--- config.mk ---
export PLATFORM = sky130hd
export DESIGN_NAME = cpu_opcode_decode_cycles
export DESIGN_NICKNAME = d
export VERILOG_FILES = /design/src/hw/cpu_pkg.sv /design/src/hw/cpu_opcode_decode_cycles.sv /design/src/hw/op_decode.sv
export SDC_FILE = /design/constraint.sdc
export NUM_CORES = 1
export LEC_CHECK = 0
export BUFFER_PORTS_ARGS = -buffer_cell sky130_fd_sc_hd__buf_2
export CAP_MARGIN = 20
export CORE_ASPECT_RATIO = 0.75
export CORE_UTILIZATION = 30
export DETAILED_ROUTE_END_ITERATION = 10
export PLACE_DENSITY = 0.5
export SETUP_SLACK_MARGIN = 0.4
export SLEW_MARGIN = 20
export SYNTH_ARGS = -nofsm -noshare
export SYNTH_HDL_FRONTEND = slang
export SYNTH_HIERARCHICAL = 1
export SYNTH_SLANG_ARGS = --single-unit
--- constraint.sdc ---
create_clock -name clk -period 17.1 [get_ports clk]
set_input_delay 1.71 -clock clk [delete_from_list [all_inputs] [get_ports clk]]
set_output_delay 1.71 -clock clk [all_outputs]
set_load 0.01 [all_outputs]
--- src/hw/cpu_pkg.sv ---
package cpu_pkg;

    // Opcodes handled by this sequencer.
    localparam logic [7:0] OP_XTS = 8'h94;
    localparam logic [7:0] OP_TSX = 8'h95;
    localparam logic [7:0] OP_WAIT = 8'h8F;
    localparam logic [7:0] OP_PAGE2 = 8'h9E;
    localparam logic [7:0] OP_CLI = 8'h9A;
    localparam logic [7:0] OP_SEI = 8'h9B;
    localparam logic [7:0] OP_LDHX_IMM = 8'h45;
    localparam logic [7:0] OP_CBEQ_IXP = 8'h71;
    localparam logic [7:0] OP_CBEQ_IX1P = 8'h61;

    // Opcode map columns and rows.
    localparam logic [3:0] HI_BITBR = 4'h0;
    localparam logic [3:0] HI_BITSET = 4'h1;
    localparam logic [3:0] HI_BRANCH = 4'h2;
    localparam logic [3:0] HI_IMM = 4'hA;
    localparam logic [3:0] HI_DIR = 4'hB;
    localparam logic [3:0] HI_EXT = 4'hC;
    localparam logic [3:0] HI_IXW = 4'hD;
    localparam logic [3:0] HI_IXB = 4'hE;
    localparam logic [3:0] HI_IX = 4'hF;
    localparam logic [3:0] LO_LDA = 4'h6;
    localparam logic [3:0] LO_STA = 4'h7;
    localparam int BITN_MSB = 3;
    localparam int BITN_LSB = 1;
    localparam int BIT_POL = 0;

    // Operand byte counts.
    localparam logic [1:0] OPS_0 = 2'h0;
    localparam logic [1:0] OPS_1 = 2'h1;
    localparam logic [1:0] OPS_2 = 2'h2;

    // Vectors live in the top page.
    localparam logic [7:0] VEC_PAGE = 8'hFF;
    localparam logic [7:0] VEC_RST_HI = 8'hFE;
    localparam logic [7:0] VEC_IRQ_HI = 8'hFA;
    localparam logic [7:0] DIRECT_PAGE = 8'h00;

    // Flag positions in the condition flags register.
    localparam int FLG_V = 7;
    localparam int FLG_H = 4;
    localparam int FLG_I = 3;
    localparam int FLG_N = 2;
    localparam int FLG_Z = 1;
    localparam int FLG_C = 0;
    localparam logic [7:0] FLG_ONES = 8'h60;
    localparam logic [7:0] FLG_RST = 8'h68;

    // Reset values.
    localparam logic [15:0] PC_RST = 16'h0000;
    localparam logic [15:0] SP_RST = 16'h00FF;
    localparam logic [15:0] HX_RST = 16'h0000;
    localparam logic [7:0] ACC_RST = 8'h00;

    // Exception stacking: PCL, PCH, X, A, flags.
    localparam logic [2:0] PUSH_FIRST = 3'h0;
    localparam logic [2:0] PUSH_LAST = 3'h4;

    // Register bus map.
    localparam logic [31:0] REG_CTRL = 32'h0000_0000;
    localparam logic [31:0] REG_STATUS = 32'h0000_0004;
    localparam logic [31:0] REG_HX = 32'h0000_0008;
    localparam logic [31:0] REG_SP = 32'h0000_000C;
    localparam logic [31:0] REG_PC = 32'h0000_0010;
    localparam logic [31:0] REG_ACC = 32'h0000_0014;
    localparam int CTRL_SOFT_IRQ = 0;
    localparam int HTRANS_ACT_BIT = 1;

    typedef enum logic [2:0] {
        CYC_FREE, CYC_PROG, CYC_RD, CYC_WR, CYC_PUSH, CYC_POP, CYC_VEC
    } cyc_t;

    typedef enum logic [3:0] {
        M_IMP, M_IMM, M_DIR, M_EXT, M_IX, M_IXB, M_IXW, M_IXP, M_IXBP, M_SPB, M_SPW, M_REL
    } mode_t;

    typedef enum logic [3:0] {
        C_NOP, C_XTS, C_TSX, C_WAIT, C_CLI, C_SEI, C_LDHX, C_BRANCH,
        C_BITSET, C_BITBR, C_LDA, C_STA, C_CBEQ, C_PAGE2
    } cls_t;

endpackage : cpu_pkg

--- src/hw/cpu_opcode_decode_cycles.sv ---
// Notes on behaviour
// - Opcode 94 takes two cycles, loads stack pointer with index minus one.
// - Opcode 8F clears the interrupt mask, then halts; at least two cycles.
// - A free cycle lasts one clock, needs no bus, shows as a read.
// - Fetch reads next program byte; operand, push and pop cycles move one byte.
// - Vectors are read from the top page, high byte before low byte.
// - Branch offsets are signed, measured from the next instruction's first byte.
// - Direct operands give an 8-bit address with a zero high byte.
// - Bit instructions pick bit 0 to 7, encoded in the opcode.
// - An 8-bit indexed offset is zero-extended and added to the index pair.
// - Indexed no, byte or word offset, and stack byte or word offset modes.
// - Post-increment modes address through the index pair, then increment it.
// - Flags are V, H, I, N, Z, C; the two bits between V and H read one.
//
// Local design decisions: the address map and the AHB-Lite slave port.
`timescale 1ns/1ps
module cpu_opcode_decode_cycles (
    input logic clk,
    input logic rst,
    input logic irq_pin,
    input logic [7:0] bus_rdata,
    output logic [15:0] bus_addr,
    output logic [7:0] bus_wdata,
    output logic bus_write,
    output cpu_pkg::cyc_t cycle_code,
    output logic halted,
    input logic hsel,
    input logic [31:0] haddr,
    input logic [1:0] htrans,
    input logic hwrite,
    input logic [2:0] hsize,
    input logic [31:0] hwdata,
    input logic hready,
    output logic hreadyout,
    output logic hresp,
    output logic [31:0] hrdata
);
    import cpu_pkg::*;

    typedef enum logic [3:0] {
        ST_VH, ST_VL, ST_FETCH, ST_PAGE2, ST_OP1, ST_OP2, ST_FREE, ST_READ, ST_WRITE,
        ST_WAIT, ST_PUSH
    } state_t;

    state_t state_r, state_nxt;
    logic [15:0] pc_r, pc_nxt, sp_r, sp_nxt, hx_r, hx_nxt, ea_r, ea_nxt, addr_nxt;
    logic [7:0] acc_r, acc_nxt, flg_r, flg_nxt, ir_r, ir_nxt, op1_r, op1_nxt, op2_r, op2_nxt;
    logic [7:0] wd_nxt, flg_rd, dec_op, op1_v, op2_v, rel_v, mask, bset_val;
    logic [15:0] ea, target;
    logic [2:0] cnt_r, cnt_nxt, bitn;
    logic pg2_r, pg2_nxt, wait_pend_r, wait_nxt, launch, wr_nxt, dec_pg2, bit_set;
    logic irq_s1_r, irq_s2_r, soft_irq_r, irq_take, br_ok;
    cyc_t cyc_nxt;
    cls_t cls;
    mode_t mode;
    logic [1:0] nops;
    logic ahb_go, wr_pend_r;
    logic [31:0] wr_addr_r, rd_word;

    function automatic logic [7:0] nz_flags(input logic [7:0] c, input logic [7:0] v);
        logic [7:0] r;
        r = c;
        r[FLG_N] = v[7];
        r[FLG_Z] = (v == ACC_RST);
        r[FLG_V] = 1'b0;
        return r;
    endfunction : nz_flags

    function automatic logic br_cond(input logic [7:0] op, input logic [7:0] c);
        logic b;
        unique case (op[3:1])
            3'h0: b = 1'b1;
            3'h1: b = ~(c[FLG_C] | c[FLG_Z]);
            3'h2: b = ~c[FLG_C];
            3'h3: b = ~c[FLG_Z];
            3'h4: b = ~c[FLG_H];
            3'h5: b = ~c[FLG_N];
            3'h6: b = ~c[FLG_I];
            3'h7: b = 1'b0;
        endcase
        return b ^ op[0];
    endfunction : br_cond

    function automatic logic [7:0] push_byte(input logic [2:0] idx, input logic [15:0] pc,
                                             input logic [15:0] hx, input logic [7:0] a,
                                             input logic [7:0] c);
        logic [7:0] r;
        unique case (idx)
            3'h0: r = pc[7:0];
            3'h1: r = pc[15:8];
            3'h2: r = hx[7:0];
            3'h3: r = a;
            default: r = c;
        endcase
        return r;
    endfunction : push_byte

    // Opcode bytes are decoded in the cycle they arrive, so no extra decode cycle is spent.
    assign dec_op = (state_r == ST_FETCH || state_r == ST_PAGE2) ? bus_rdata : ir_r;
    assign dec_pg2 = (state_r == ST_PAGE2) || (state_r != ST_FETCH && pg2_r);

    op_decode op_decode_inst (
        .opcode(dec_op),
        .page2(dec_pg2),
        .cls(cls),
        .mode(mode),
        .nops(nops),
        .bit_num(bitn),
        .bit_set(bit_set)
    );

    assign flg_rd = flg_r | FLG_ONES;
    assign irq_take = (irq_s2_r | soft_irq_r) & ~flg_r[FLG_I];
    assign op1_v = (state_r == ST_OP1) ? bus_rdata : op1_r;
    assign op2_v = (state_r == ST_OP2) ? bus_rdata : op2_r;
    assign rel_v = (mode == M_REL || mode == M_IXP) ? op1_r : op2_r;
    assign target = pc_r + {{8{rel_v[7]}}, rel_v};
    assign br_ok = br_cond(ir_r, flg_r);
    assign mask = 8'h01 << bitn;
    assign bset_val = bit_set ? (bus_rdata | mask) : (bus_rdata & ~mask);
    assign halted = (state_r == ST_WAIT);

    always_comb begin
        case (mode)
            M_DIR: ea = {DIRECT_PAGE, op1_v};
            M_EXT: ea = {op1_v, op2_v};
            M_IXB, M_IXBP: ea = hx_r + {DIRECT_PAGE, op1_v};
            M_IXW: ea = hx_r + {op1_v, op2_v};
            M_SPB: ea = sp_r + {DIRECT_PAGE, op1_v};
            M_SPW: ea = sp_r + {op1_v, op2_v};
            default: ea = hx_r;
        endcase
    end

    always_comb begin
        state_nxt = state_r;
        pc_nxt = pc_r;
        sp_nxt = sp_r;
        hx_nxt = hx_r;
        acc_nxt = acc_r;
        flg_nxt = flg_r;
        ir_nxt = ir_r;
        pg2_nxt = pg2_r;
        op1_nxt = op1_r;
        op2_nxt = op2_r;
        ea_nxt = ea_r;
        wd_nxt = bus_wdata;
        cnt_nxt = cnt_r;
        wait_nxt = wait_pend_r;
        launch = 1'b0;
        unique case (state_r)
            ST_VH: begin
                pc_nxt = {bus_rdata, pc_r[7:0]};
                ea_nxt = ea_r + 16'h0001;
                state_nxt = ST_VL;
            end
            ST_VL: begin
                pc_nxt = {pc_r[15:8], bus_rdata};
                state_nxt = ST_FETCH;
            end
            ST_FETCH: begin
                ir_nxt = bus_rdata;
                pg2_nxt = 1'b0;
                if (wait_pend_r) begin
                    wait_nxt = 1'b0;
                    state_nxt = ST_WAIT;
                end else if (irq_take) begin
                    cnt_nxt = PUSH_FIRST;
                    wd_nxt = pc_r[7:0];
                    state_nxt = ST_PUSH;
                end else begin
                    pc_nxt = pc_r + 16'h0001;
                    if (cls == C_PAGE2) begin
                        state_nxt = ST_PAGE2;
                    end else if (nops != OPS_0) begin
                        state_nxt = ST_OP1;
                    end else begin
                        launch = 1'b1;
                    end
                end
            end
            ST_PAGE2: begin
                ir_nxt = bus_rdata;
                pg2_nxt = 1'b1;
                pc_nxt = pc_r + 16'h0001;
                if (nops != OPS_0) begin
                    state_nxt = ST_OP1;
                end else begin
                    launch = 1'b1;
                end
            end
            ST_OP1: begin
                op1_nxt = bus_rdata;
                pc_nxt = pc_r + 16'h0001;
                if (nops == OPS_2) begin
                    state_nxt = ST_OP2;
                end else begin
                    launch = 1'b1;
                end
            end
            ST_OP2: begin
                op2_nxt = bus_rdata;
                pc_nxt = pc_r + 16'h0001;
                launch = 1'b1;
            end
            ST_FREE: begin
                state_nxt = ST_FETCH;
                if (cls == C_XTS) begin
                    sp_nxt = hx_r - 16'h0001;
                end else if (cls == C_TSX) begin
                    hx_nxt = sp_r + 16'h0001;
                end else if (cls == C_WAIT) begin
                    flg_nxt[FLG_I] = 1'b0;
                    wait_nxt = 1'b1;
                end else if (cls == C_BRANCH && br_ok) begin
                    pc_nxt = target;
                end
            end
            ST_READ: begin
                state_nxt = ST_FETCH;
                if (cls == C_LDA) begin
                    acc_nxt = bus_rdata;
                    flg_nxt = nz_flags(flg_r, bus_rdata);
                end else if (cls == C_BITSET) begin
                    wd_nxt = bset_val;
                    state_nxt = ST_WRITE;
                end else if (cls == C_BITBR) begin
                    flg_nxt[FLG_C] = bus_rdata[bitn];
                    if (bus_rdata[bitn] == bit_set) begin
                        pc_nxt = target;
                    end
                end else if (cls == C_CBEQ) begin
                    hx_nxt = hx_r + 16'h0001;
                    if (bus_rdata == acc_r) begin
                        pc_nxt = target;
                    end
                end
            end
            ST_WRITE: state_nxt = ST_FETCH;
            ST_WAIT: begin
                // An interrupt leaves this state for the push cycles; reset leaves it through the asynchronous reset.
                if (irq_take) begin
                    cnt_nxt = PUSH_FIRST;
                    wd_nxt = pc_r[7:0];
                    state_nxt = ST_PUSH;
                end
            end
            ST_PUSH: begin
                sp_nxt = sp_r - 16'h0001;
                if (cnt_r == PUSH_LAST) begin
                    flg_nxt[FLG_I] = 1'b1;
                    ea_nxt = {VEC_PAGE, VEC_IRQ_HI};
                    state_nxt = ST_VH;
                end else begin
                    cnt_nxt = cnt_r + 3'h1;
                    wd_nxt = push_byte(cnt_nxt, pc_r, hx_r, acc_r, flg_rd);
                end
            end
        endcase
        if (launch) begin
            state_nxt = ST_FETCH;
            unique case (cls)
                C_NOP, C_PAGE2: ;
                C_CLI: flg_nxt[FLG_I] = 1'b0;
                C_SEI: flg_nxt[FLG_I] = 1'b1;
                C_XTS, C_TSX, C_WAIT, C_BRANCH: state_nxt = ST_FREE;
                C_LDHX: begin
                    hx_nxt = {op1_v, op2_v};
                    flg_nxt = nz_flags(flg_r, op1_v | op2_v);
                    flg_nxt[FLG_N] = op1_v[7];
                end
                C_LDA: begin
                    if (mode == M_IMM) begin
                        acc_nxt = op1_v;
                        flg_nxt = nz_flags(flg_r, op1_v);
                    end else begin
                        ea_nxt = ea;
                        state_nxt = ST_READ;
                    end
                end
                C_BITSET, C_BITBR, C_CBEQ: begin
                    ea_nxt = ea;
                    state_nxt = ST_READ;
                end
                C_STA: begin
                    ea_nxt = ea;
                    wd_nxt = acc_r;
                    flg_nxt = nz_flags(flg_r, acc_r);
                    state_nxt = ST_WRITE;
                end
            endcase
        end
        addr_nxt = pc_nxt;
        wr_nxt = 1'b0;
        cyc_nxt = CYC_PROG;
        unique case (state_nxt)
            ST_FETCH, ST_PAGE2, ST_OP1, ST_OP2: ;
            ST_READ: begin
                addr_nxt = ea_nxt;
                cyc_nxt = CYC_RD;
            end
            ST_WRITE: begin
                addr_nxt = ea_nxt;
                wr_nxt = 1'b1;
                cyc_nxt = CYC_WR;
            end
            ST_FREE, ST_WAIT: cyc_nxt = CYC_FREE;
            ST_PUSH: begin
                addr_nxt = sp_nxt;
                wr_nxt = 1'b1;
                cyc_nxt = CYC_PUSH;
            end
            ST_VH, ST_VL: begin
                addr_nxt = ea_nxt;
                cyc_nxt = CYC_VEC;
            end
        endcase
    end

    // The bus is registered: each state names the cycle now on the bus.
    always_ff @(posedge clk or posedge rst) begin
        if (rst) begin
            state_r <= ST_VH;
            bus_addr <= {VEC_PAGE, VEC_RST_HI};
            bus_wdata <= ACC_RST;
            bus_write <= 1'b0;
            cycle_code <= CYC_VEC;
            ea_r <= {VEC_PAGE, VEC_RST_HI};
        end else begin
            state_r <= state_nxt;
            bus_addr <= addr_nxt;
            bus_wdata <= wd_nxt;
            bus_write <= wr_nxt;
            cycle_code <= cyc_nxt;
            ea_r <= ea_nxt;
        end
    end

    always_ff @(posedge clk or posedge rst) begin
        if (rst) begin
            pc_r <= PC_RST;
            sp_r <= SP_RST;
            hx_r <= HX_RST;
            acc_r <= ACC_RST;
            flg_r <= FLG_RST;
            ir_r <= ACC_RST;
            pg2_r <= 1'b0;
            op1_r <= ACC_RST;
            op2_r <= ACC_RST;
            cnt_r <= PUSH_FIRST;
            wait_pend_r <= 1'b0;
        end else begin
            pc_r <= pc_nxt;
            sp_r <= sp_nxt;
            hx_r <= hx_nxt;
            acc_r <= acc_nxt;
            flg_r <= flg_nxt;
            ir_r <= ir_nxt;
            pg2_r <= pg2_nxt;
            op1_r <= op1_nxt;
            op2_r <= op2_nxt;
            cnt_r <= cnt_nxt;
            wait_pend_r <= wait_nxt;
        end
    end

    always_ff @(posedge clk or posedge rst) begin
        if (rst) begin
            irq_s1_r <= 1'b0;
            irq_s2_r <= 1'b0;
        end else begin
            irq_s1_r <= irq_pin;
            irq_s2_r <= irq_s1_r;
        end
    end

    // Zero-wait slave; a write lands at the end of its data phase.
    assign ahb_go = hsel & htrans[HTRANS_ACT_BIT] & hready;
    assign hreadyout = 1'b1;
    assign hresp = 1'b0;

    always_comb begin
        case (haddr)
            REG_CTRL: rd_word = {31'h0000_0000, soft_irq_r};
            REG_STATUS: rd_word = {20'h0_0000, cycle_code, halted, flg_rd};
            REG_HX: rd_word = {16'h0000, hx_r};
            REG_SP: rd_word = {16'h0000, sp_r};
            REG_PC: rd_word = {16'h0000, pc_r};
            REG_ACC: rd_word = {24'h00_0000, acc_r};
            default: rd_word = 32'h0000_0000;
        endcase
    end

    always_ff @(posedge clk or posedge rst) begin
        if (rst) begin
            wr_pend_r <= 1'b0;
            wr_addr_r <= REG_CTRL;
            hrdata <= 32'h0000_0000;
            soft_irq_r <= 1'b0;
        end else begin
            wr_pend_r <= ahb_go & hwrite;
            if (ahb_go) begin
                wr_addr_r <= haddr;
            end
            if (ahb_go && !hwrite) begin
                hrdata <= rd_word;
            end
            if (wr_pend_r && wr_addr_r == REG_CTRL) begin
                soft_irq_r <= hwdata[CTRL_SOFT_IRQ];
            end
        end
    end

endmodule : cpu_opcode_decode_cycles

--- src/hw/op_decode.sv ---
`timescale 1ns/1ps
module op_decode (
    input logic [7:0] opcode,
    input logic page2,
    output cpu_pkg::cls_t cls,
    output cpu_pkg::mode_t mode,
    output logic [1:0] nops,
    output logic [2:0] bit_num,
    output logic bit_set
);
    import cpu_pkg::*;

    logic [3:0] hi;
    logic [3:0] lo;

    assign hi = opcode[7:4];
    assign lo = opcode[3:0];

    always_comb begin
        cls = C_NOP;
        mode = M_IMP;
        nops = OPS_0;
        bit_num = opcode[BITN_MSB:BITN_LSB];
        bit_set = ~opcode[BIT_POL];
        if (page2) begin
            if ((lo == LO_LDA || lo == LO_STA) && (hi == HI_IXW || hi == HI_IXB)) begin
                cls = (lo == LO_LDA) ? C_LDA : C_STA;
                mode = (hi == HI_IXW) ? M_SPW : M_SPB;
                nops = (hi == HI_IXW) ? OPS_2 : OPS_1;
            end
        end else if (hi == HI_BITBR) begin
            cls = C_BITBR;
            mode = M_DIR;
            nops = OPS_2;
        end else if (hi == HI_BITSET) begin
            cls = C_BITSET;
            mode = M_DIR;
            nops = OPS_1;
        end else if (hi == HI_BRANCH) begin
            cls = C_BRANCH;
            mode = M_REL;
            nops = OPS_1;
        end else if (opcode == OP_CBEQ_IXP) begin
            cls = C_CBEQ;
            mode = M_IXP;
            nops = OPS_1;
        end else if (opcode == OP_CBEQ_IX1P) begin
            cls = C_CBEQ;
            mode = M_IXBP;
            nops = OPS_2;
        end else if (opcode == OP_LDHX_IMM) begin
            cls = C_LDHX;
            mode = M_IMM;
            nops = OPS_2;
        end else if (opcode == OP_XTS) begin
            cls = C_XTS;
        end else if (opcode == OP_TSX) begin
            cls = C_TSX;
        end else if (opcode == OP_WAIT) begin
            cls = C_WAIT;
        end else if (opcode == OP_CLI) begin
            cls = C_CLI;
        end else if (opcode == OP_SEI) begin
            cls = C_SEI;
        end else if (opcode == OP_PAGE2) begin
            cls = C_PAGE2;
        end else if (hi >= HI_IMM && (lo == LO_LDA || (lo == LO_STA && hi != HI_IMM))) begin
            cls = (lo == LO_LDA) ? C_LDA : C_STA;
            unique case (hi)
                HI_IMM: begin
                    mode = M_IMM;
                    nops = OPS_1;
                end
                HI_DIR: begin
                    mode = M_DIR;
                    nops = OPS_1;
                end
                HI_EXT: begin
                    mode = M_EXT;
                    nops = OPS_2;
                end
                HI_IXW: begin
                    mode = M_IXW;
                    nops = OPS_2;
                end
                HI_IXB: begin
                    mode = M_IXB;
                    nops = OPS_1;
                end
                default: begin
                    mode = M_IX;
                    nops = OPS_0;
                end
            endcase
        end
    end

endmodule : op_decode

# Word-level counts from Yosys, hierarchy flattened
# Cells that the tools add are included.
[totals]
regBits = 209
latch_bits = 0
mem_bits_rw = 0
rom_bits = 0
out_inout_bits = 63
n_memories = 0
[classes]
add_sub_neg = 12
multipliers = 0
div = 0
order_cmp = 2
eq_ne = 87
shifts = 1
mux = 150
n_bitwise = 18
n_reduce_logical = 47
[ops]
columns = ["op", "count"]
rows = [
  ["$mux W16", 24],
  ["$pmux W16 S6", 3],
  ["$mux W4", 41],
  ["$pmux W16 S2", 5],
  ["$mux W8", 19],
  ["$eq A4 B4 Y1 const B", 21],
  ["$add A16 B1 Y16 const B", 4],
  ["$eq A32 B4 Y1 const B", 2],
  ["$eq A32 B5 Y1 const B", 2],
  ["$logic_not A32 Y1", 2],
  ["$pmux W8 S4", 2],
  ["$eq A4 B3 Y1 const B", 15],
  ["$add A16 B16 Y16", 3],
  ["$eq A8 B8 Y1 const B", 6],
  ["$mux W2", 17],
  ["$add A16 B8 Y16", 2],
  ["$eq A32 B3 Y1 const B", 1],
  ["$logic_not A8 Y1", 4],
  ["$pmux W4 S8", 1],
  ["$sub A16 B1 Y16 const B", 2],
  ["$pmux W3 S5", 2],
  ["$eq A4 B2 Y1 const B", 7],
  ["$eq A8 B7 Y1 const B", 3],
  ["$eq A4 B1 Y1 const B", 5],
  ["other kinds (46)", 124],
]

# Logic depth before layout (Yosys ltp)
# Gate-level depths: netlist of run 1.
[depth]
depth_word = 32
mapped_depth = 26
ltp_nobuf = 22

# Modules after synthesis
# The synthesis of run 1 kept the hierarchy.
[modules_own_cells]
columns = ["mod", "n_inst", "cells_each", "area_per_inst_um2", "seq_area_each_um2"]
rows = [
  ["cpu_opcode_decode_cycles", 1, 1804, 15253.4, 4805.9],
  ["op_decode", 1, 90, 563.0, 0.0],
]

# Least setup slack after synthesis of run 1
# Ideal clock, no wire load.
[synth_timing]
path_kind = "in2reg"
from = "in bus_rdata[1]"
to = "reg bus_addr[14]"
setup_ps = 83
arrival_time_ps = 6708
required_ps = 17017
path_slack_ps = 10309
cell_stages = 22
path_buffers = 2
cell_sequence = "buf_2 mux2_2 or3b_4 nor3_4 or3b_1 nand3_1 clkbuf_1 nand2b_1 a21oi_1 mux2_2 ha_1 inv_1 fa_1 nor2b_1 o211ai_1 a21bo_2 a211oi_1 nor2_1 o221ai_1 xor2_1 a221o_1 a221o_1"
[synth_between]
elab_cells_between_ends = 144
cone_classes = "add/sub (5); eq/ne (38); mux (87); reduce/logical (14)"
[synth_lines]
columns = ["item", "line_no", "rtl"]
rows = [
  ["start, declared", "cpu_opcode_decode_cycles.sv:21", "input logic [7:0] bus_rdata,"],
  ["$mux W8 *", "cpu_opcode_decode_cycles.sv:99", "assign dec_op = (state_r == ST_FETCH || state_r == ST_PAGE2) ? bus_rdata : ir_r;"],
  ["net dec_op[1]", "cpu_opcode_decode_cycles.sv:48", "logic [7:0] wd_nxt, flg_rd, dec_op, op1_v, op2_v, rel_v, mask, bset_val;"],
  ["$eq A8 B8 Y1", "op_decode.sv:65", "end else if (opcode == OP_PAGE2) begin"],
  ["$mux W4", "op_decode.sv:65", ""],
  ["$mux W4", "op_decode.sv:63", "end else if (opcode == OP_SEI) begin"],
  ["$mux W4", "op_decode.sv:61", "end else if (opcode == OP_CLI) begin"],
  ["$mux W4", "op_decode.sv:59", "end else if (opcode == OP_WAIT) begin"],
  ["$mux W4", "op_decode.sv:57", "end else if (opcode == OP_TSX) begin"],
  ["(+8 left out)", "-", ""],
  ["net mode[3]", "cpu_opcode_decode_cycles.sv:55", "mode_t mode;"],
  ["(+5 left out)", "-", ""],
  ["$mux W16", "cpu_opcode_decode_cycles.sv:232", "end else if (cls == C_CBEQ) begin"],
  ["$mux W16", "cpu_opcode_decode_cycles.sv:227", "end else if (cls == C_BITBR) begin"],
  ["$mux W16", "cpu_opcode_decode_cycles.sv:224", "end else if (cls == C_BITSET) begin"],
  ["$mux W16", "cpu_opcode_decode_cycles.sv:221", "if (cls == C_LDA) begin"],
  ["$pmux W16 S6 *", "cpu_opcode_decode_cycles.sv:151", "unique case (state_r)"],
  ["net pc_nxt[14]", "cpu_opcode_decode_cycles.sv:46", "logic [15:0] pc_r, pc_nxt, sp_r, sp_nxt, hx_r, hx_nxt, ea_r, ea_nxt, addr_nxt;"],
  ["$pmux W16 S2 *", "cpu_opcode_decode_cycles.sv:296", "unique case (state_nxt)"],
  ["net addr_nxt[14]", "cpu_opcode_decode_cycles.sv:46", ""],
  ["end signal, assigned", "cpu_opcode_decode_cycles.sv:324", "bus_addr <= {VEC_PAGE, VEC_RST_HI};"],
  ["end signal, assigned", "cpu_opcode_decode_cycles.sv:331", "bus_addr <= addr_nxt;"],
  ["end, declared", "cpu_opcode_decode_cycles.sv:22", "output logic [15:0] bus_addr,"],
]
# The timed path passes the listed nets; every way through them passes the cells marked *. The select of a mux whose other input is x is not followed.
# A chain may end at the register's enable or synchronous reset.

# Final worst setup path of run 1
[layout_timing]
from = "in bus_rdata[1]"
to = "reg bus_addr[14]"
[layout_between]
elab_cells_between_ends = 144
cone_classes = "add/sub (5); eq/ne (38); mux (87); reduce/logical (14)"
[layout_lines]
columns = ["item", "line_no", "rtl"]
rows = [
  ["$mux W8 *", "cpu_opcode_decode_cycles.sv:99", ""],
  ["net dec_op[1]", "cpu_opcode_decode_cycles.sv:48", ""],
  ["$eq A4 B3 Y1", "op_decode.sv:67", "end else if (hi >= HI_IMM && (lo == LO_LDA || (lo == LO_STA && hi != HI_IMM))) begin"],
  ["$logic_and A1 B1 Y1", "op_decode.sv:67", ""],
  ["$logic_or A1 B1 Y1", "op_decode.sv:67", ""],
  ["$logic_and A1 B1 Y1", "op_decode.sv:67", ""],
  ["$mux W4", "op_decode.sv:67", ""],
  ["$mux W4", "op_decode.sv:65", ""],
  ["(+12 left out)", "-", ""],
  ["net mode[2]", "cpu_opcode_decode_cycles.sv:55", ""],
  ["(+1 left out)", "-", ""],
  ["$reduce_or A2 Y1", "cpu_opcode_decode_cycles.sv:124", "case (mode)"],
  ["$pmux W16 S6", "cpu_opcode_decode_cycles.sv:124", ""],
  ["$mux W16", "cpu_opcode_decode_cycles.sv:273", "if (mode == M_IMM) begin"],
  ["$pmux W16 S2 *", "cpu_opcode_decode_cycles.sv:262", "unique case (cls)"],
  ["$mux W16 *", "cpu_opcode_decode_cycles.sv:260", "if (launch) begin"],
  ["net ea_nxt[14]", "cpu_opcode_decode_cycles.sv:46", ""],
  ["$pmux W16 S2 *", "cpu_opcode_decode_cycles.sv:296", ""],
  ["net addr_nxt[14]", "cpu_opcode_decode_cycles.sv:46", ""],
]
# Marks and branches as above.

==> results of run 1 <==
==> through the flow <==
stage,utilization,std cells
CTS,0.3385,2632
floorplan,-,1910
finish,0.3387,2634
global placement,0.3262,2600
detailed placement,0.3262,2600
global route,0.3386,2632
==> cell families after synthesis <==
kind of cell / Yosys count
adders and majority gates: 65
DFF: 190
buffers and inverters: 213
other: 2
AOI/OAI and AO/OA: 570
and+or+nand+nor: 643
xor gates and xnor gates: 92
muxes: 119
==> critical path, delay by kind of cell <==
| family | cells | cell delay (ps) |
|---|---|---|
| simple gates | 6 | 1880 |
| fa+ha+maj | 2 | 660 |
| mux | 4 | 1180 |
| buf+inv | 2 | 310 |
| compound gates | 7 | 2580 |
==> power by group through the flow <==
stage	clock network, mW	registers (mW)	logic, mW
finish	0.440	0.920	2.24
global route	0.463	0.927	2.40
CTS	0.446	0.897	2.17
detailed placement	0	0.904	2.15
global placement	0	0.902	2.14
floorplan	0	0.738	1.54
==> cell usage in the layout, fill, tap and decap left out, types with 10 or more instances in the layout <==
cell and instances:
and3_1 23, or3_1 14, xor2_1 39, ha_1 62, a221o_1 14, nand2b_1 24
mux2_2 66, and2_1 16, a211oi_1 24, a221oi_1 14, nand3b_1 11, a31oi_1 26
a21oi_1 115, nor2b_1 20, buf_2 92, a21o_1 17, dfstp_2 41, inv_1 62
o221ai_1 10, mux2i_1 50, xnor2_1 52, conb_1 18, o21a_1 17, a222oi_1 10
o21ai_0 134, a22oi_1 32, a2111oi_0 15, nand4_1 26, nand2_1 161, nor4_1 29
o211ai_1 18, buf_4 44, nor3_1 40, nand3_1 54, nor2_1 160, clkbuf_16 17
o22ai_1 14, dfrtp_1 149
==> flip-flops by register name, summed over array words and instances (netlist names), 3 cells and up <==
register    count
acc_r           8
bus_addr       16
bus_wdata       8
cnt_r           3
cycle_code      3
ea_r           16
flg_r           5
hrdata         16
hx_r           16
ir_r            8
op1_r           8
op2_r           8
pc_r           16
sp_r           16
state_r         4
wr_addr_r      32
==> per-layer routing <==
metal	track usage	vias up
li1	-	7066
met1	0.3474	7686
met2	0.3208	905
met5	0	-
met3	0.1039	105
met4	0.06814	0
==> worst paths after layout <==
path,startpoint,endpoint,cells past startpoint
worst max-delay path,bus_rdata[1],bus_addr[14],21
worst min-delay path,irq_s1_r,irq_s2_r,0
worst max register to register,state_r[2],bus_addr[14],22
worst min register to register,irq_s1_r,irq_s2_r,0
max in group asynchronous,rst,bus_addr[0],3
min in group asynchronous,rst,hx_r[12],2
==> cell type report <==
class | instances | area (µm²) | area share
multi-input cells | 1507 | 10180 | 0.5803
clock inverters | 14 | 193.9 | 0.01105
repair buffers | 136 | 790.8 | 0.04508
flip-flops and latches | 190 | 4806 | 0.2739
well taps | 703 | 879.6 | 0.05014
diodes | 2 | 5.005 | 0.0002853
inverters | 64 | 247.7 | 0.01412
clock buffers | 18 | 439.2 | 0.02503
==> out/metrics.yaml, run 1 <==
status:
  status: "complete, no violations"
clocking:
  root_buffer: "clkbuf_16"
  clkSlewWorstSetupHoldPaths_ps: 90
  insertion_delay_ps: 480
  clk_path_buf_depth: 2
  postCtsSetupBuffers: 0
  clock_sinks: 190
  cts_tree: "yes"
  cts-resized-gates: 0
  cts_made_buffers: 17
  cts_max_level: 4
  holdBufCountCts: 0
synth:
  synth_common_cells: "nand2_1, nor2_1, dfrtp_1, o21ai_0, a21oi_1"
  synth_top_family_by_area: "compound AO/OA/AOI/OAI gates"
  synth_fa_ha_area_frac: 0.05284
  synth_mux_area_frac: 0.08243
  synth_warnings: 6
  synth_compound_area_frac: 0.2427
  synth_xor_area_frac: 0.05142
  synth_seq_cells: 190
  synth_area_leaders: "dfrtp_1, dfstp_2, ha_1"
  synth_edf_count: 0
  synth_top_area_cell: "dfrtp_1"
  async_reset_ff_frac: 1.000
  synth_ff_type: "dfrtp_1"
  ys_types: 106
  syn_area_mm2: 0.01582
  yosys.area_share.simple: 0.2082
  synth_top_area_share: 0.2357
  synth_cells: 1894
  ys_seq_area_frac: 0.3039
  syn_avg_cell_area_um2: 8.351
floorplanning:
  start_util: 0.3053
  coreArea_mm2: 0.05180
  die_h_um: 200.9
  dieWidth_um: 267.1
  die_area_mm2: 0.05365
  fp-row-count: 72
  io_pins: 146
global_route:
  grt_usage: 0.2416
  grt_pass1_vias: 14340
  antenna_found_initial: 6
  grt_max_degree: 128
  grt_first_pass_wirelength_um: 95670
  grt-ovfl-total: 0
placed_design:
  dp_slack_ps: 8835
  gp_congestion: 0.9689
  dp_hpwl_um: 49370
  portBuffers: 92
  placed_cell_area_mm2: 0.01690
timing:
  setup_slack_ps: 9147
  fmax_mhz: 125.7
  whs_ps: 361.1
  finalCritPeriodShare: 0.4651
  fin_setup_tns_ps: 0
  period_minus_slack_ps: 7953
  hold_viol_final: 0
  fin_worst_skew_ps: 18.57
  slew_violations: 0
  rsz0062_at_grt: "no"
  relSlewSlack: 0.2554
  tightestPinTransition_ps: 1105
  report.final.setup_viol: 0
drt:
  firstDrtPassIters: 5
  routed_wl_um: 66350
  vias: 15760
  wl_per_cell_um: 25.19
  wl_met1_um: 29720
  drcViolationCount: 0
  dr_wl_met2_um: 25890
  dr_wl_met3_um: 9166
  drt-initial-drc-count: 2033
  ant_nets: 0
  highest_layer: "met4"
  viasPerCell: 5.984
power:
  powerDensity_mw_per_mm2: 205.5
  p_total_mw: 3.605
  max-vdd-ir-drop_mv: 0.1073
  power_switching_mw: 1.956
  combPwrFrac: 0.623
  internal-power_mw: 1.649
  p_leak_nw: 7.290
  switching_share: 0.5426
  pwr-share-seq: 0.255
  pwr-share-clk: 0.122
critical_path:
  crit_arrival_ps: 8350
  slowest_stage: "a21oi_1"
  critical_path.cell_chain: "buf_2 > mux2_2 > or3b_4 > nor4_1 > o21ai_1 > a21oi_1 > nor2b_1 > nand2_1 > mux2i_1 > ha_1 > inv_1 > fa_1 > nand3b_1 > a211oi_1 > nor4_1 > o41ai_1 > mux2i_1 > o21ai_0 > o211ai_1 > mux2_2 > a221o_1"
  r2r_slack_ps: 9330
  crit_fanout: 18
  max_stage_delay_ps: 760
  cp-end-kind: "flip-flop"
  cp.required_ps: 17500
  crit_type: "in2reg"
  start_kind: "input port"
run:
  drv_cap: 0
finish:
  area.growth.synth_to_final_pct: 10.92
  final_design_area_no_fill_mm2: 0.01754
  layout-drive-gt1-share: 0.1638
  fillers: 5401
  nNetsFinal: 2064
hold_path:
  hold_class: "reg2reg"
No activity file was read; power rests on OpenSTA's default activity.
==> inputs of run 2 (changes only) <==
==> constraint.sdc (replaced) <==
create_clock -name clk -period 7.8 [get_ports clk]
set_input_delay 0.78 -clock clk [delete_from_list [all_inputs] [get_ports clk]]
set_output_delay 0.78 -clock clk [all_outputs]
set_load 0.01 [all_outputs]
==> run 2 against run 1 <==
Worst hold slack gained 6.8 ps; sequential power increased by 110%; first-iteration DRC count shrank 3.5%; clock-buffer cell count is 1 lower; non-clock buffer count increased by 17; register-to-register slack got worse by 8200 ps; worst setup slack got worse by 8100 ps; final cell count grew 0.61%; utilization increased by 0.27 points; sequential cell count is the same.
==> out/metrics.yaml, run 2 (synthesis results as in run 1) <==
floorplanning:
  fp-row-count: 72  # unchanged
  dieWidth_um: 267.1  # unchanged
  io_pins: 146  # unchanged
  coreArea_mm2: 0.05180  # unchanged
  die_area_mm2: 0.05365  # unchanged
  die_h_um: 200.9  # unchanged
  start_util: 0.3053  # unchanged
drt:
  vias: 15710  # was 15760
  wl_per_cell_um: 25.35  # was 25.19 µm
  ant_nets: 0  # unchanged
  drt-initial-drc-count: 1962  # was 2033
  drcViolationCount: 0  # unchanged
  firstDrtPassIters: 7  # was 5
  viasPerCell: 5.929  # was 5.984
  routed_wl_um: 67180  # was 66350 µm
critical_path:
  crit_fanout: 12  # was 18
  reg2reg_to: "bus_addr[14]"  # unchanged
  worstRegToRegCells: 22  # unchanged
  crit_arrival_ps: 7110  # was 8350 ps
  r2r_slack_ps: 1080  # was 9330 ps
  crit_type: "reg2reg"  # was in2reg
  cp-end-kind: "flip-flop"  # unchanged
  r2r_start: "state_r[2]"  # unchanged
  cp.required_ps: 8190  # was 17500 ps
  start_kind: "flip-flop"  # was input port
  crit_start: "state_r[2]"  # was bus_rdata[1]
timing:
  fin_setup_tns_ps: 0  # unchanged
  period_minus_slack_ps: 6717
  rsz0062_at_grt: "no"  # unchanged
  report.final.setup_viol: 0  # unchanged
  hold_viol_final: 0  # unchanged
  finalCritPeriodShare: 0.8612
  fmax_mhz: 148.9
  relSlewSlack: 0.2058  # was 0.2554
  fin_worst_skew_ps: 20.26  # was 18.57 ps
  slew_violations: 0  # unchanged
  tightestPinTransition_ps: 1181  # was 1105 ps
clocking:
  clock_sinks: 190  # unchanged
  clk_path_buf_depth: 2  # unchanged
  cts_made_buffers: 17  # unchanged
  cts_tree: "yes"  # unchanged
  root_buffer: "clkbuf_16"  # unchanged
  insertion_delay_ps: 470  # was 480 ps
  cts_max_level: 4  # unchanged
  clkSlewWorstSetupHoldPaths_ps: 90  # about the same
  cts-resized-gates: 0  # unchanged
  holdBufCountCts: 0  # unchanged
  postCtsSetupBuffers: 0  # unchanged
finish:
  final_cell_mix: "nand2_1, nor2_1, dfrtp_1"  # unchanged
  largest_register_ff_count: 32  # unchanged
  nNetsFinal: 2081  # was 2064
  multi_input_area_mm2: 0.01018  # unchanged
  top_register: "wr_addr_r"  # unchanged
  layout-drive-gt1-share: 0.1711  # was 0.1638
  fillers: 5404  # was 5401
  area.growth.synth_to_final_pct: 11.80  # was 10.92%
  ff_latch_area_mm2: 0.004806  # unchanged
  stdcell_count: 2650  # was 2634
  final_common_cell: "nand2_1"  # unchanged
global_route:
  antenna_found_initial: 1  # was 6
  grt_pass1_vias: 14490  # was 14340
  grt_max_degree: 115  # was 128
  grt_first_pass_wirelength_um: 98330  # was 95670 µm
  grt-ovfl-total: 0  # unchanged
  grt_usage: 0.2477  # was 0.2416
placed_design:
  portBuffers: 92  # unchanged
  dp_hpwl_um: 50700  # was 49370 µm
  dp_cells: 2616  # was 2600
  gp_congestion: 0.9598  # was 0.9689
hold_path:
  hold_class: "reg2reg"  # unchanged
  holdPathStages: 0  # unchanged
  worstHoldStart: "irq_s1_r"  # unchanged
  holdPathEnd: "irq_s2_r"  # unchanged
power:
  p_leak_nw: 7.376  # was 7.290 nW
  max-vdd-ir-drop_mv: 0.2375  # was 0.1073 mV
  powerDensity_mw_per_mm2: 448.1  # was 205.5 mW/mm²
run:
  drv_cap: 0  # unchanged
status:
  status: "complete, no violations"  # unchanged
[run 2: cell type report]
cell class                      instances  area share
Inverter                               64     0.01401
Clock inverter                         15     0.01139
Timing Repair Buffer                  153     0.05307
Sequential cell                       190      0.2718
Multi-Input combinational cell       1507      0.5758
Tap cell                              703     0.04975
Clock buffer                           17     0.02406
Antenna cell                            1   0.0001415
[run 2: worst max-delay path by stage]
stage | slack, ps | to | cells after the start
final | 1080 | bus_addr[14] | 22
after floorplan | 1580 | bus_addr[14] | 24
after global placement | 1080 | bus_addr[14] | 21
after CTS | 1110 | bus_addr[13] | 20
after global routing | 660 | bus_addr[14] | 22
after detailed placement | 1040 | bus_addr[13] | 19
[run 2: per-stage QoR]
step	hold slack [ps]	worst slack (ps)	total power [mW]	util	instance area, µm²
floorplan	331.2	1582	4.995	-	15880
global placement	337.0	1082	6.759	0.3285	17020
detailed placement	350.3	1036	6.767	0.3287	17030
CTS	371.7	1113	7.770	0.3408	17650
global route	378.6	657.3	8.384	0.3413	17680
finish	367.9	1083	7.923	0.3414	17680
[run 2: power by group]
group	leakage, nW	switching, mW	internal (mW)	total [mW]
combinational	4.75	3.23	1.79	5.02
sequential	2.32	0.570	1.38	1.95
clock	0.301	0.505	0.444	0.949
total	7.38	4.30	3.62	7.92
[run 2: per-layer routing]
layer	up-vias	track usage	wire, µm
li1	7097	-	-
met4	0	0.04721	994
met5	-	0	0
met3	82	0.09642	8698
met2	780	0.3311	26470
met1	7752	0.3690	31020
[run 2: worst max-delay path, cell delays in order, from the launching register on]
cell	delay (ps)
dfrtp_1	380
nor3b_1	190
buf_4	250
mux2_2	370
or3b_4	430
nor4_1	250
o21ai_1	110
a21oi_1	640
nand2b_1	210
a21oi_1	750
mux2_2	340
ha_1	170
inv_1	60
fa_1	470
nor2b_1	190
o211ai_1	110
a21bo_2	230
a211oi_1	300
nor2_1	130
o221ai_1	230
xor2_1	110
a221o_1	360
a221o_1	340
==> inputs of run 3 (changes only) <==
--- a/config.mk
+++ b/config.mk
@@ -5,6 +5,7 @@
 export SDC_FILE = /design/constraint.sdc
 export NUM_CORES = 1
 export LEC_CHECK = 0
+export ABC_AREA = 1
 export BUFFER_PORTS_ARGS = -buffer_cell sky130_fd_sc_hd__buf_2
 export CAP_MARGIN = 20
 export CORE_ASPECT_RATIO = 0.75
==> run 3 against run 2 <==
Critical path depth grew 7; final area grew 8.3%; clock-buffer cell count is the same; first-iteration DRC count grew 19%; synthesized cell count grew 47%; combinational power shrank 94%; clock skew shrank 5.1 ps; largest cell class unchanged.
==> out/metrics.yaml, run 3 <==
timing:
  hold_viol_final: 0  # unchanged
  report.final.setup_viol: 0  # unchanged
  fin_setup_tns_ps: 0  # unchanged
  rsz0062_at_grt: "no"  # unchanged
  setup_slack_ps: 1177  # was 1083 ps
  fin_worst_skew_ps: 15.15  # was 20.26 ps
  period_minus_slack_ps: 6623  # was 6717 ps
  fmax_mhz: 151.0  # was 148.9 MHz
  relSlewSlack: 0.2688  # was 0.2058
  finalCritPeriodShare: 0.8491  # was 0.8612
  whs_ps: 354.2  # was 367.9 ps
  slew_violations: 0  # unchanged
  tightestPinTransition_ps: 1093  # was 1181 ps
placed_design:
  dp_slack_ps: 1427  # was 1036 ps
  dp_hpwl_um: 62840  # was 50700 µm
  dp_cells: 3599  # was 2616
  placed_cell_area_mm2: 0.01852  # was 0.01703 mm²
  portBuffers: 92  # unchanged
  gp_congestion: 0.9769  # was 0.9598
power:
  combPwrFrac: 0.131  # was 0.633
  internal-power_mw: 1.572  # was 3.622 mW
  max-vdd-ir-drop_mv: 0.1490  # was 0.2375 mV
  powerDensity_mw_per_mm2: 119.7  # was 448.1 mW/mm²
  pwr-share-seq: 0.462  # was 0.247
  p_leak_nw: 9.685  # was 7.376 nW
  power_switching_uw: 720.1  # was 4.301 mW
  switching_share: 0.3142  # was 0.5429
  p_total_mw: 2.292  # was 7.923 mW
  pwr-share-clk: 0.407  # was 0.120
global_route:
  grt_util_met3: 0.04179  # was 0.09642
  grt_first_pass_wirelength_um: 116700  # was 98330 µm
  grt-ovfl-total: 0  # unchanged
  antenna_found_initial: 2  # was 1
  use_met2: 0.3748  # was 0.3311
  top_usage_layer: "met1"  # unchanged
  grt_max_degree: 119  # was 115
  globalRouteMet1Util: 0.4216  # was 0.3690
  grt_pass1_vias: 17810  # was 14490
  grt_usage: 0.2675  # was 0.2477
synth:
  synth_top_area_cell: "dfrtp_1"  # unchanged
  syn_area_mm2: 0.01730  # was 0.01582 mm²
  synth_cells: 2793  # was 1894
  synth_seq_cells: 190  # unchanged
  synth_warnings: 6  # unchanged
  async_reset_ff_frac: 1.000  # unchanged
  synth_top_area_share: 0.2156  # was 0.2357
  synth_edf_count: 0  # unchanged
  synth_most_common_cell: "nand2_1"
  ys_types: 55  # was 106
  ys_seq_area_frac: 0.2779  # was 0.3039
  synth_ff_type: "dfrtp_1"  # unchanged
  synth_area_leaders: "dfrtp_1, nand2_1, nand3_1"  # was dfrtp_1, dfstp_2, ha_1
  synth_common_cells: "nand2_1, inv_1, nand3_1, nor2_1, o21ai_0"  # was nand2_1, nor2_1, dfrtp_1, o21ai_0, a21oi_1
  syn_avg_cell_area_um2: 6.193  # was 8.351 µm²
clocking:
  clock_sinks: 190  # unchanged
  cts_made_buffers: 17  # unchanged
  root_buffer: "clkbuf_16"  # unchanged
  holdBufCountCts: 0  # unchanged
  cts-resized-gates: 0  # unchanged
  postCtsSetupBuffers: 0  # unchanged
  cts_max_level: 4  # unchanged
  clkSlewWorstSetupHoldPaths_ps: 80  # was 90 ps
  cts_tree: "yes"  # unchanged
  clk_path_buf_depth: 2  # unchanged
  insertion_delay_ps: 480  # was 470 ps
finish:
  final_design_area_no_fill_mm2: 0.01914  # was 0.01768 mm²
  stdcell_count: 3633  # was 2650
  largest_register_ff_count: 32  # unchanged
  final_cell_mix: "nand2_1, inv_1, nand3_1"  # was nand2_1, nor2_1, dfrtp_1
  top_register: "wr_addr_r"  # unchanged
  area.growth.synth_to_final_pct: 10.68  # was 11.80%
  nNetsFinal: 2997  # was 2081
  final_common_cell: "nand2_1"  # unchanged
  layout-drive-gt1-share: 0.09504  # was 0.1711
  final_core_util: 0.3395  # was 0.3414
  fillers: 6242  # was 5404
critical_path:
  crit_start: "state_r[3]"  # was state_r[2]
  cp_num_buf_inv: 4  # was 2
  crit_path_end: "bus_addr[14]"  # unchanged
  crit_arrival_ps: 7010  # was 7110 ps
  worstRegToRegCells: 29  # was 22
  cp-end-kind: "flip-flop"  # unchanged
  critPathTopFamily: "simple AND/OR/NAND/NOR gates"  # was compound AO/OA/AOI/OAI gates
  reg2reg_to: "bus_addr[14]"  # unchanged
  cp.required_ps: 8180  # was 8190 ps
  path_depth: 29  # was 22
  r2r_start: "state_r[3]"  # was state_r[2]
  crit_fanout: 18  # was 12
  slowest_stage: "o21ai_0"  # was a21oi_1
  path_common_cell: "nand2_1"
  max_stage_delay_ps: 890  # was 750 ps
  r2r_slack_ps: 1180  # was 1080 ps
  start_kind: "flip-flop"  # unchanged
  crit_type: "reg2reg"  # unchanged
floorplanning:
  die_area_mm2: 0.05863  # was 0.05365 mm²
  dieWidth_um: 279.3  # was 267.1 µm
  die_h_um: 209.9  # was 200.9 µm
  coreArea_mm2: 0.05640  # was 0.05180 mm²
  start_util: 0.3067  # was 0.3053
  io_pins: 146  # unchanged
  fp-row-count: 75  # was 72
drt:
  viasPerCell: 5.380  # was 5.929
  ant_nets: 0  # unchanged
  routed_wl_um: 78610  # was 67180 µm
  drt-initial-drc-count: 2333  # was 1962
  wl_per_cell_um: 21.64  # was 25.35 µm
  drcViolationCount: 0  # unchanged
  vias: 19540  # was 15710
  firstDrtPassIters: 9  # was 7
run:
  drv_cap: 0  # unchanged
hold_path:
  hold_class: "reg2reg"  # unchanged
status:
  status: "complete, no violations"  # unchanged
-- run 3: metal layers --
layer | routed length (µm) | up-vias
met5 | 17 | -
met4 | 1370 | 2
met3 | 7179 | 83
met2 | 31260 | 891
met1 | 38780 | 9295
li1 | - | 9273
-- run 3: cell type report --
type | count | area (µm²) | area share
clock inverters | 15 | 171.4 | 0.008954
repair buffers | 121 | 698.2 | 0.03647
diodes | 1 | 2.502 | 0.0001307
clock buffers | 17 | 425.4 | 0.02222
inverters | 360 | 1359 | 0.07098
flip-flops and latches | 190 | 4806 | 0.2510
multi-input cells | 2159 | 10720 | 0.5599
well taps | 770 | 963.4 | 0.05032
-- run 3: cell families (layout without fill, tap and decap cells) --
kind of cell / after synthesis / in the layout / share of synthesized area
AND/OR/NAND/NOR: 1528 / 1528 / 0.3758
AO/OA/AOI/OAI: 493 / 493 / 0.1615
buffers and inverters: 460 / 513 / 0.1063
flip-flops: 190 / 190 / 0.2779
adder cells (fa/ha/maj): 65 / 65 / 0.04832
XOR/XNOR: 42 / 42 / 0.02127
multiplexers: 13 / 13 / 0.008464
other: 2 / 19 / 0.0004342
-- run 3: power by group through the flow --
stage	logic, mW	registers (mW)	clock network [mW]
final	0.300	1.06	0.932
after global routing	0.335	1.06	0.981
after CTS	0.295	1.06	0.950
after detailed placement	0.294	1.08	0
after global placement	0.291	1.08	0
after floorplan	0.198	1.07	0
-- run 3: worst min-delay path by stage --
stage	cells past startpoint	startpoint	end	slack, ps
floorplan	0	irq_s1_r	irq_s2_r	330
global placement	0	irq_s1_r	irq_s2_r	330
detailed placement	0	irq_s1_r	irq_s2_r	340
CTS	0	irq_s1_r	irq_s2_r	350
global route	0	irq_s1_r	irq_s2_r	360
finish	0	irq_s1_r	irq_s2_r	350
